File: src/common/uie_map.svh
// register offsets, field positions, codes and reset values
`ifndef UIE_MAP_SVH
`define UIE_MAP_SVH
`define UIE_A_FC      3'h0
`define UIE_A_FEATURE_CONTROL    3'h1
`define UIE_A_EFR     3'h2
`define UIE_A_IER     3'h1
`define UIE_A_ISR     3'h2
`define UIE_A_LCR     3'h3
`define UIE_A_LSR     3'h5
`define UIE_LCR_ENH   8'hBF
`define UIE_EFR_UNLK  4
`define UIE_RST8      8'h00
`define UIE_C_LS      6'h06
`define UIE_C_TO      6'h0C
`define UIE_C_RX      6'h04
`define UIE_C_TX      6'h02
`define UIE_C_MS      6'h00
`define UIE_C_XO      6'h10
`define UIE_C_PIN     6'h20
`define UIE_C_NONE    6'h01
`endif

File: src/common/uie_pkg.sv
// types shared by the interrupt enable and status block
`default_nettype none
package uie_pkg;
  typedef struct packed {
    logic       rd;
    logic       wr;
    logic [2:0] addr;
    logic [7:0] wdata;
  } uie_bus_type;
  typedef struct packed {
    logic       fifo_en;
    logic [7:0] rx_level;
    logic [7:0] rx_trig;
    logic       rx_push;
    logic [2:0] top_err;
    logic       push_err;
    logic       overrun;
    logic       fifo_err_any;
    logic       rx_timeout;
    logic       rhr_rd;
    logic       thr_wr;
    logic       thr_empty;
    logic       tsr_empty;
    logic       tx_below_trig;
    logic       modem_delta;
    logic       msr_rd;
    logic       pause_match;
    logic       resume_match;
    logic       special_match;
    logic       rts_pin;
    logic       cts_n_pin;
  } uie_ev_type;
endpackage : uie_pkg
`default_nettype wire

File: src/hw/uie_core.sv
// interrupt enable, interrupt source and line status logic of one channel
`include "uie_map.svh"
`default_nettype none
module uie_core (
  input  wire logic                 i_core_clk,
  input  wire logic                 i_sys_rst,
  input  wire uie_pkg::uie_bus_type i_bus,
  input  wire uie_pkg::uie_ev_type  i_ev,
  input  wire logic                 i_ready_status_select_n,
  input  wire logic [3:0]           i_rx_rdy_n,
  input  wire logic [3:0]           i_tx_rdy_n,
  output logic [7:0]                o_rdata,
  output logic                      o_irq,
  output logic                      o_sleep_en,
  output logic [7:0]                o_feature_control,
  output logic [7:0]                o_enhanced_feature
);
  import uie_pkg::*;

  logic [7:0] ier_q;
  logic [7:0] lcr_q;
  logic [7:0] feature_control_q;
  logic [7:0] efr_q;
  logic [7:0] chars_q [0:3];
  logic [7:0] isr_q;
  logic [7:0] rdata_q;
  logic       irq_q;
  logic       sleep_q;
  logic       rdy_q;
  logic       ovr_q;
  logic       ls_q;
  logic       to_q;
  logic       tx_q;
  logic       tx_cond_q;
  logic       pause_q;
  logic       spec_q;
  logic       rts_q;
  logic       cts_q;
  logic       rts_f_q;
  logic       cts_f_q;
  logic       enh;
  logic       unlock;
  logic       wr_ier;
  logic       rd_isr;
  logic       rd_lsr;
  logic       tx_cond;
  logic       rx_cond;
  logic [7:0] line_status;
  logic [5:0] code_d;
  logic       any_d;
  logic       s_ls;
  logic       s_to;
  logic       s_rx;
  logic       s_tx;
  logic       s_ms;
  logic       s_xo;
  logic       s_pin;
  logic [7:0] ier_wmask;

  assign enh    = (lcr_q == `UIE_LCR_ENH);
  assign unlock = efr_q[`UIE_EFR_UNLK];
  assign wr_ier = i_bus.wr & ~enh & (i_bus.addr == `UIE_A_IER);
  assign rd_isr = i_bus.rd & ~enh & (i_bus.addr == `UIE_A_ISR) & i_ready_status_select_n;
  assign rd_lsr = i_bus.rd & ~enh & (i_bus.addr == `UIE_A_LSR) & i_ready_status_select_n;

  // upper mask bits only writable while unlocked
  assign ier_wmask = unlock ? 8'hFF : 8'h0F;

  always_ff @(posedge i_core_clk) begin
    if (i_sys_rst) begin
      ier_q <= `UIE_RST8;
    end else if (wr_ier) begin
      ier_q <= (i_bus.wdata & ier_wmask) | (ier_q & ~ier_wmask);
    end
  end

  always_ff @(posedge i_core_clk) begin
    if (i_sys_rst) begin
      lcr_q  <= `UIE_RST8;
      feature_control_q <= `UIE_RST8;
      efr_q  <= `UIE_RST8;
    end else if (i_bus.wr) begin
      if (i_bus.addr == `UIE_A_LCR) begin
        lcr_q <= i_bus.wdata;
      end else if (enh && i_bus.addr == `UIE_A_FEATURE_CONTROL) begin
        feature_control_q <= i_bus.wdata;
      end else if (enh && i_bus.addr == `UIE_A_EFR) begin
        efr_q <= i_bus.wdata;
      end
    end
  end

  generate
    for (genvar gi = 0; gi < 4; gi++) begin : g_char
      always_ff @(posedge i_core_clk) begin
        if (i_sys_rst) begin
          chars_q[gi] <= `UIE_RST8;
        end else if (i_bus.wr && enh && i_bus.addr == {1'b1, 2'(gi)}) begin
          chars_q[gi] <= i_bus.wdata;
        end
      end
    end
  endgenerate

  // data ready: set on push wins over empty
  always_ff @(posedge i_core_clk) begin
    if (i_sys_rst) begin
      rdy_q <= 1'b0;
    end else if (i_ev.rx_push) begin
      rdy_q <= 1'b1;
    end else if (i_ev.rx_level == 8'h00) begin
      rdy_q <= 1'b0;
    end
  end

  always_ff @(posedge i_core_clk) begin
    if (i_sys_rst) begin
      ovr_q <= 1'b0;
    end else if (i_ev.overrun) begin
      ovr_q <= 1'b1;
    end else if (rd_lsr) begin
      ovr_q <= 1'b0;
    end
  end

  // line status pending on errored push or overrun
  always_ff @(posedge i_core_clk) begin
    if (i_sys_rst) begin
      ls_q <= 1'b0;
    end else if ((i_ev.rx_push && i_ev.push_err) || i_ev.overrun) begin
      ls_q <= 1'b1;
    end else if (rd_lsr) begin
      ls_q <= 1'b0;
    end
  end

  always_ff @(posedge i_core_clk) begin
    if (i_sys_rst) begin
      to_q <= 1'b0;
    end else if (i_ev.rx_timeout) begin
      to_q <= 1'b1;
    end else if (i_ev.rhr_rd) begin
      to_q <= 1'b0;
    end
  end

  assign tx_cond = i_ev.fifo_en ? i_ev.tx_below_trig : i_ev.thr_empty;

  always_ff @(posedge i_core_clk) begin
    if (i_sys_rst) begin
      tx_cond_q <= 1'b0;
      tx_q      <= 1'b0;
    end else begin
      tx_cond_q <= tx_cond;
      if ((tx_cond && !tx_cond_q) || (wr_ier && i_bus.wdata[1] && !ier_q[1] && tx_cond)) begin
        tx_q <= 1'b1;
      end else if (i_ev.thr_wr || (rd_isr && isr_q[5:0] == `UIE_C_TX)) begin
        tx_q <= 1'b0;
      end
    end
  end

  always_ff @(posedge i_core_clk) begin
    if (i_sys_rst) begin
      pause_q <= 1'b0;
      spec_q  <= 1'b0;
    end else begin
      if (i_ev.pause_match) begin
        pause_q <= 1'b1;
      end else if (i_ev.resume_match || (rd_isr && isr_q[5:0] == `UIE_C_XO)) begin
        pause_q <= 1'b0;
      end
      if (i_ev.special_match) begin
        spec_q <= 1'b1;
      end else if (i_ev.rx_push || (rd_isr && isr_q[5:0] == `UIE_C_XO)) begin
        spec_q <= 1'b0;
      end
    end
  end

  // low to high edges on the flow pins
  always_ff @(posedge i_core_clk) begin
    if (i_sys_rst) begin
      rts_q   <= 1'b0;
      cts_q   <= 1'b0;
      rts_f_q <= 1'b0;
      cts_f_q <= 1'b0;
    end else begin
      rts_q <= i_ev.rts_pin;
      cts_q <= i_ev.cts_n_pin;
      if (i_ev.rts_pin && !rts_q) begin
        rts_f_q <= 1'b1;
      end else if (i_ev.msr_rd) begin
        rts_f_q <= 1'b0;
      end
      if (i_ev.cts_n_pin && !cts_q) begin
        cts_f_q <= 1'b1;
      end else if (i_ev.msr_rd) begin
        cts_f_q <= 1'b0;
      end
    end
  end

  // fifo mode follows trigger level, else a held character
  assign rx_cond = i_ev.fifo_en ? (i_ev.rx_level >= i_ev.rx_trig) : rdy_q;

  // all enables off leaves the host polling line status
  assign s_ls  = ier_q[2] & ls_q;
  assign s_to  = ier_q[0] & to_q;
  assign s_rx  = ier_q[0] & rx_cond;
  assign s_tx  = ier_q[1] & tx_q;
  assign s_ms  = ier_q[3] & i_ev.modem_delta;
  assign s_xo  = unlock & ier_q[5] & (pause_q | spec_q);
  assign s_pin = unlock & ((ier_q[6] & rts_f_q) | (ier_q[7] & cts_f_q));

  always_comb begin
    any_d  = 1'b1;
    if (s_ls) begin
      code_d = `UIE_C_LS;
    end else if (s_to) begin
      code_d = `UIE_C_TO;
    end else if (s_rx) begin
      code_d = `UIE_C_RX;
    end else if (s_tx) begin
      code_d = `UIE_C_TX;
    end else if (s_ms) begin
      code_d = `UIE_C_MS;
    end else if (s_xo) begin
      code_d = `UIE_C_XO;
    end else if (s_pin) begin
      code_d = `UIE_C_PIN;
    end else begin
      code_d = `UIE_C_NONE;
      any_d  = 1'b0;
    end
  end

  always_ff @(posedge i_core_clk) begin
    if (i_sys_rst) begin
      isr_q   <= {2'b00, `UIE_C_NONE};
      irq_q   <= 1'b0;
      sleep_q <= 1'b0;
    end else begin
      isr_q   <= {i_ev.fifo_en, i_ev.fifo_en, code_d};
      irq_q   <= any_d;
      sleep_q <= ier_q[4] & unlock;
    end
  end

  assign line_status = {i_ev.fifo_err_any,
                i_ev.thr_empty & i_ev.tsr_empty,
                i_ev.thr_empty,
                i_ev.top_err,
                ovr_q,
                rdy_q};

  always_ff @(posedge i_core_clk) begin
    if (i_sys_rst) begin
      rdata_q <= `UIE_RST8;
    end else if (i_bus.rd) begin
      if (!i_ready_status_select_n) begin
        rdata_q <= {i_rx_rdy_n, i_tx_rdy_n};
      end else if (i_bus.addr == `UIE_A_LCR) begin
        rdata_q <= lcr_q;
      end else if (enh) begin
        case (i_bus.addr)
          `UIE_A_FC:   rdata_q <= i_ev.rx_level;
          `UIE_A_FEATURE_CONTROL: rdata_q <= feature_control_q;
          `UIE_A_EFR:  rdata_q <= efr_q;
          3'h4, 3'h5, 3'h6, 3'h7: rdata_q <= chars_q[i_bus.addr[1:0]];
          default:     rdata_q <= `UIE_RST8;
        endcase
      end else begin
        case (i_bus.addr)
          `UIE_A_IER: rdata_q <= ier_q;
          `UIE_A_ISR: rdata_q <= isr_q;
          `UIE_A_LSR: rdata_q <= line_status;
          default:    rdata_q <= `UIE_RST8;
        endcase
      end
    end
  end

  assign o_rdata            = rdata_q;
  assign o_irq              = irq_q;
  assign o_sleep_en         = sleep_q;
  assign o_feature_control  = feature_control_q;
  assign o_enhanced_feature = efr_q;

endmodule : uie_core
`default_nettype wire

File: config.mk
export PLATFORM = sky130hd
export DESIGN_NAME = uie_core
export DESIGN_NICKNAME = d
export VERILOG_FILES = /design/src/common/uie_pkg.sv /design/src/hw/uie_core.sv
export VERILOG_INCLUDE_DIRS = /design/src /design/src/common
export SDC_FILE = /design/constraint.sdc
export NUM_CORES = 1
export LEC_CHECK = 0
export ABC_AREA = 1
export BUFFER_PORTS_ARGS = -buffer_cell sky130_fd_sc_hd__buf_2
export CAP_MARGIN = 20
export CORE_ASPECT_RATIO = 2
export CORE_MARGIN = 4
export CORE_UTILIZATION = 52
export CTS_BUF_LIST = sky130_fd_sc_hd__clkbuf_8
export CTS_CLUSTER_DIAMETER = 150
export DETAILED_ROUTE_END_ITERATION = 10
export PLACE_DENSITY = 0.77
export SLEW_MARGIN = 30
export SYNTH_ARGS = -nofsm -noshare
export SYNTH_HDL_FRONTEND = slang
export SYNTH_SLANG_ARGS = --single-unit
File: constraint.sdc
create_clock -name i_core_clk -period 2.05 [get_ports i_core_clk]
set_input_delay 0.41 -clock i_core_clk [delete_from_list [all_inputs] [get_ports i_core_clk]]
set_output_delay 0.41 -clock i_core_clk [all_outputs]
set_load 0.01 [all_outputs]
==> metrics.yaml <==
route:
  drc: 0
  via_count: 4527
  wl_per_cell_um: 17.6
  dr.first_iter.drc_count: 458
  firstDrtPassIters: 7
  viasPerCell: 5.64
  ant_nets: 0
  routed_wirelength_um: 14100
yosys:
  ys_ff_latch: 93
  ys_warn_count: 0
  synth_top_family_by_area: "simple AND/OR/NAND/NOR gates"
  synth_fa_ha_area_share_pct: 2.16
  synth_ff_type: "dfxtp_1"
  synth-xor-area-share_pct: 0
  synthMuxAreaShare_pct: 0
  synth_top_area_share_pct: 26.4
  syn-cell-area_sq_um: 4630
  async_reset_ff_share_pct: 0
  synth.largest_area_cell: "dfxtp_1"
  synth_compound_area_share_pct: 13.1
  synth_most_common_cell: "nand2_1"
  ys_seq_area_share_pct: 47.1
  netlist_top_cells_area: "dfxtp_1, edfxtp_1, nand2_1, a21oi_1, nor2_1"
  synth_nets: 676
  avgSynthCellArea_sq_um: 7.63
  synth-simple-area-share_pct: 29.3
  ys_top_cells_by_count: "nand2_1, a21oi_1, dfxtp_1, nor2_1, inv_1"
  ys_types: 38
  syn_inst: 607
  synth_edf_count: 32
critical_path:
  critPathLaunchType: "flip-flop"
  end_kind: "flip-flop"
  cp_max_fo: 10
  setup.worst_path.class: "reg2reg"
  required_ns: 2.14
  arrival_ns: 1.83
  r2r-start: "lcr_q[2]"
  startpoint: "lcr_q[2]"
clock_tree:
  cts_tree: "done"
  cts_root_buf: "clkbuf_8"
  post_cts_buffers: 0
  clock_sinks: 93
  cts_made_buffers: 9
  cts-htree-levels: 3
  ctsResizeCount: 0
  clockBufferDepth: 2
  cts-hold-fix-buffers: 0
  clk_latency_ns: 0.37
  clk_pin_slew_ns: 0.09
global_routing:
  grt_pass1_vias: 4407
  antenna_found_initial: 0
  grt_usage_pct: 27.9
  grt_pass1_wl_um: 21700
  grt-ovfl-total: 0
  grt_max_degree: 50
finish:
  fin_area_sq_um: 5370
  final_util_pct: 62.1
  nets: 766
  areaGrowthSynthToFinish_pct: 15.9
  antenna_cells: 0
  drive_gt1_share_pct: 20.9
pwr:
  powerDensity_nw_per_um2: 681
  power.leakage_nw: 2.51
  power_frac_comb_pct: 11.5
  p_int_mw: 2.68
  swShare_pct: 26.9
  p_seq_share_pct: 54.4
  finalPower_mw: 3.66
  p_clk_share_pct: 34.1
  vdd_drop_max_mv: 0.604
  p_switching_mw: 0.983
timing:
  hold_violations: 0
  finalClockSkew_ns: 0.00703
  worst_pin_slew_ns: 0.448
  slew_headroom_pct: 70.1
  finalSetupViolCount: 0
  tns_ns: 0
  min_period_ns: 1.74
  fmax_mhz: 576
  finalCritPeriodShare_pct: 84.7
  rsz0062_at_grt: "no"
  drv_slew: 0
die:
  start_util_pct: 53.6
  ioPinCount: 87
  die_h_um: 141
  coreArea_sq_um: 8650
  row_count: 48
  dieArea_sq_um: 10600
  dieWidth_um: 74.7
outcome:
  status: "completed"
place:
  port-buffer-count: 86
  globalplace.congestion: 0.915
  postPlaceCellArea_sq_um: 5170
  dp_hpwl_um: 11100
hold_path:
  hp-start: "i_ev[12]"
  worstHoldPathType: "in2reg"
job:
  maxCapViolCount: 0
==> kinds of logic (layout without fill, tap and decap cells) <==
group | count (synthesis) | in the layout
simple gates | 301 | 301
compound gates | 116 | 116
flops | 93 | 93
buf+inv | 89 | 184
fa+ha+maj | 8 | 8
==> sequential cells by signal (all words and copies together) (netlist names), 4 cells and up, named ones only <==
signal and cells:
isr_q 7, o_rdata 8, o_feature_control 8, o_enhanced_feature 8
chars_q 32, lcr_q 8, ier_q 4
==> layer usage <==
metal  share of wire (%)  up-vias  wire (um)  global-route usage (%)
li1                    -     2158          -                       -
met1                  33     2044       4630                    27.5
met2                  54      240       7580                    50.7
met3                 5.8       85        820                    4.82
met4                 7.5        0       1050                    18.0
met5                   0        -          0                       0
==> layout make-up <==
class,instances,area [sq um]
Sequential cell,93,2180
Clock inverter,7,72.6
Clock buffer,9,124
Tap cell,100,125
Timing Repair Buffer,99,541
Fill cell,797,3280
Inverter,69,263
Multi-Input combinational cell,425,2060
==> through the flow <==
step | cells | setup WS [ns] | hold slack, ns
after floorplan | 607 | -0.0273 | 0.399
after global placement | 786 | 0.154 | 0.403
after detailed placement | 786 | 0.136 | 0.410
after CTS | 802 | 0.321 | 0.229
after global routing | 802 | 0.181 | 0.249
final | 802 | 0.313 | 0.236
==> placed cells by master (no fill, tap or decap), types with 3 or more instances in the layout <==
cell and count:
nor2_4 3, nor4_1 4, buf_2 86, clkbuf_8 9
inv_2 8, nand2_2 3, nand3_1 29, ha_1 8
a21oi_1 61, nor2_1 60, dfxtp_1 61, o21ai_1 3
nand3_4 4, nand2_1 177, nand4_1 8, inv_1 59
buf_4 12, o21ai_0 43, edfxtp_1 32
==> power groups by stage <==
stage | Clock [mW] | Combinational, mW | Sequential, mW
after floorplan | 0 | 0.239 | 2.03
after global placement | 0 | 0.404 | 2.03
after detailed placement | 0 | 0.414 | 2.03
after CTS | 1.25 | 0.416 | 1.99
after global routing | 1.32 | 0.465 | 2.00
final | 1.25 | 0.421 | 1.99
==> worst max-delay path: stages (launching register included) <==
cell and delay (ns):
dfxtp_1 0.32, inv_1 0.07, nor3_2 0.20, nand2_2 0.08, clkinv_2 0.13, nand2_2 0.11, nor2_8 0.09, inv_2 0.06
o21ai_0 0.18, buf_4 0.21
==> worst paths after layout <==
check                                     end  slack (ns)  cells after the start
worst min-delay path                     to_q        0.24                      3
worst min register to register        cts_f_q        0.42                      1
worst max register to register  chars_q[2][2]        0.31                      9
worst max-delay path            chars_q[2][2]        0.31                      9
(Power assumes the default switching activity.)
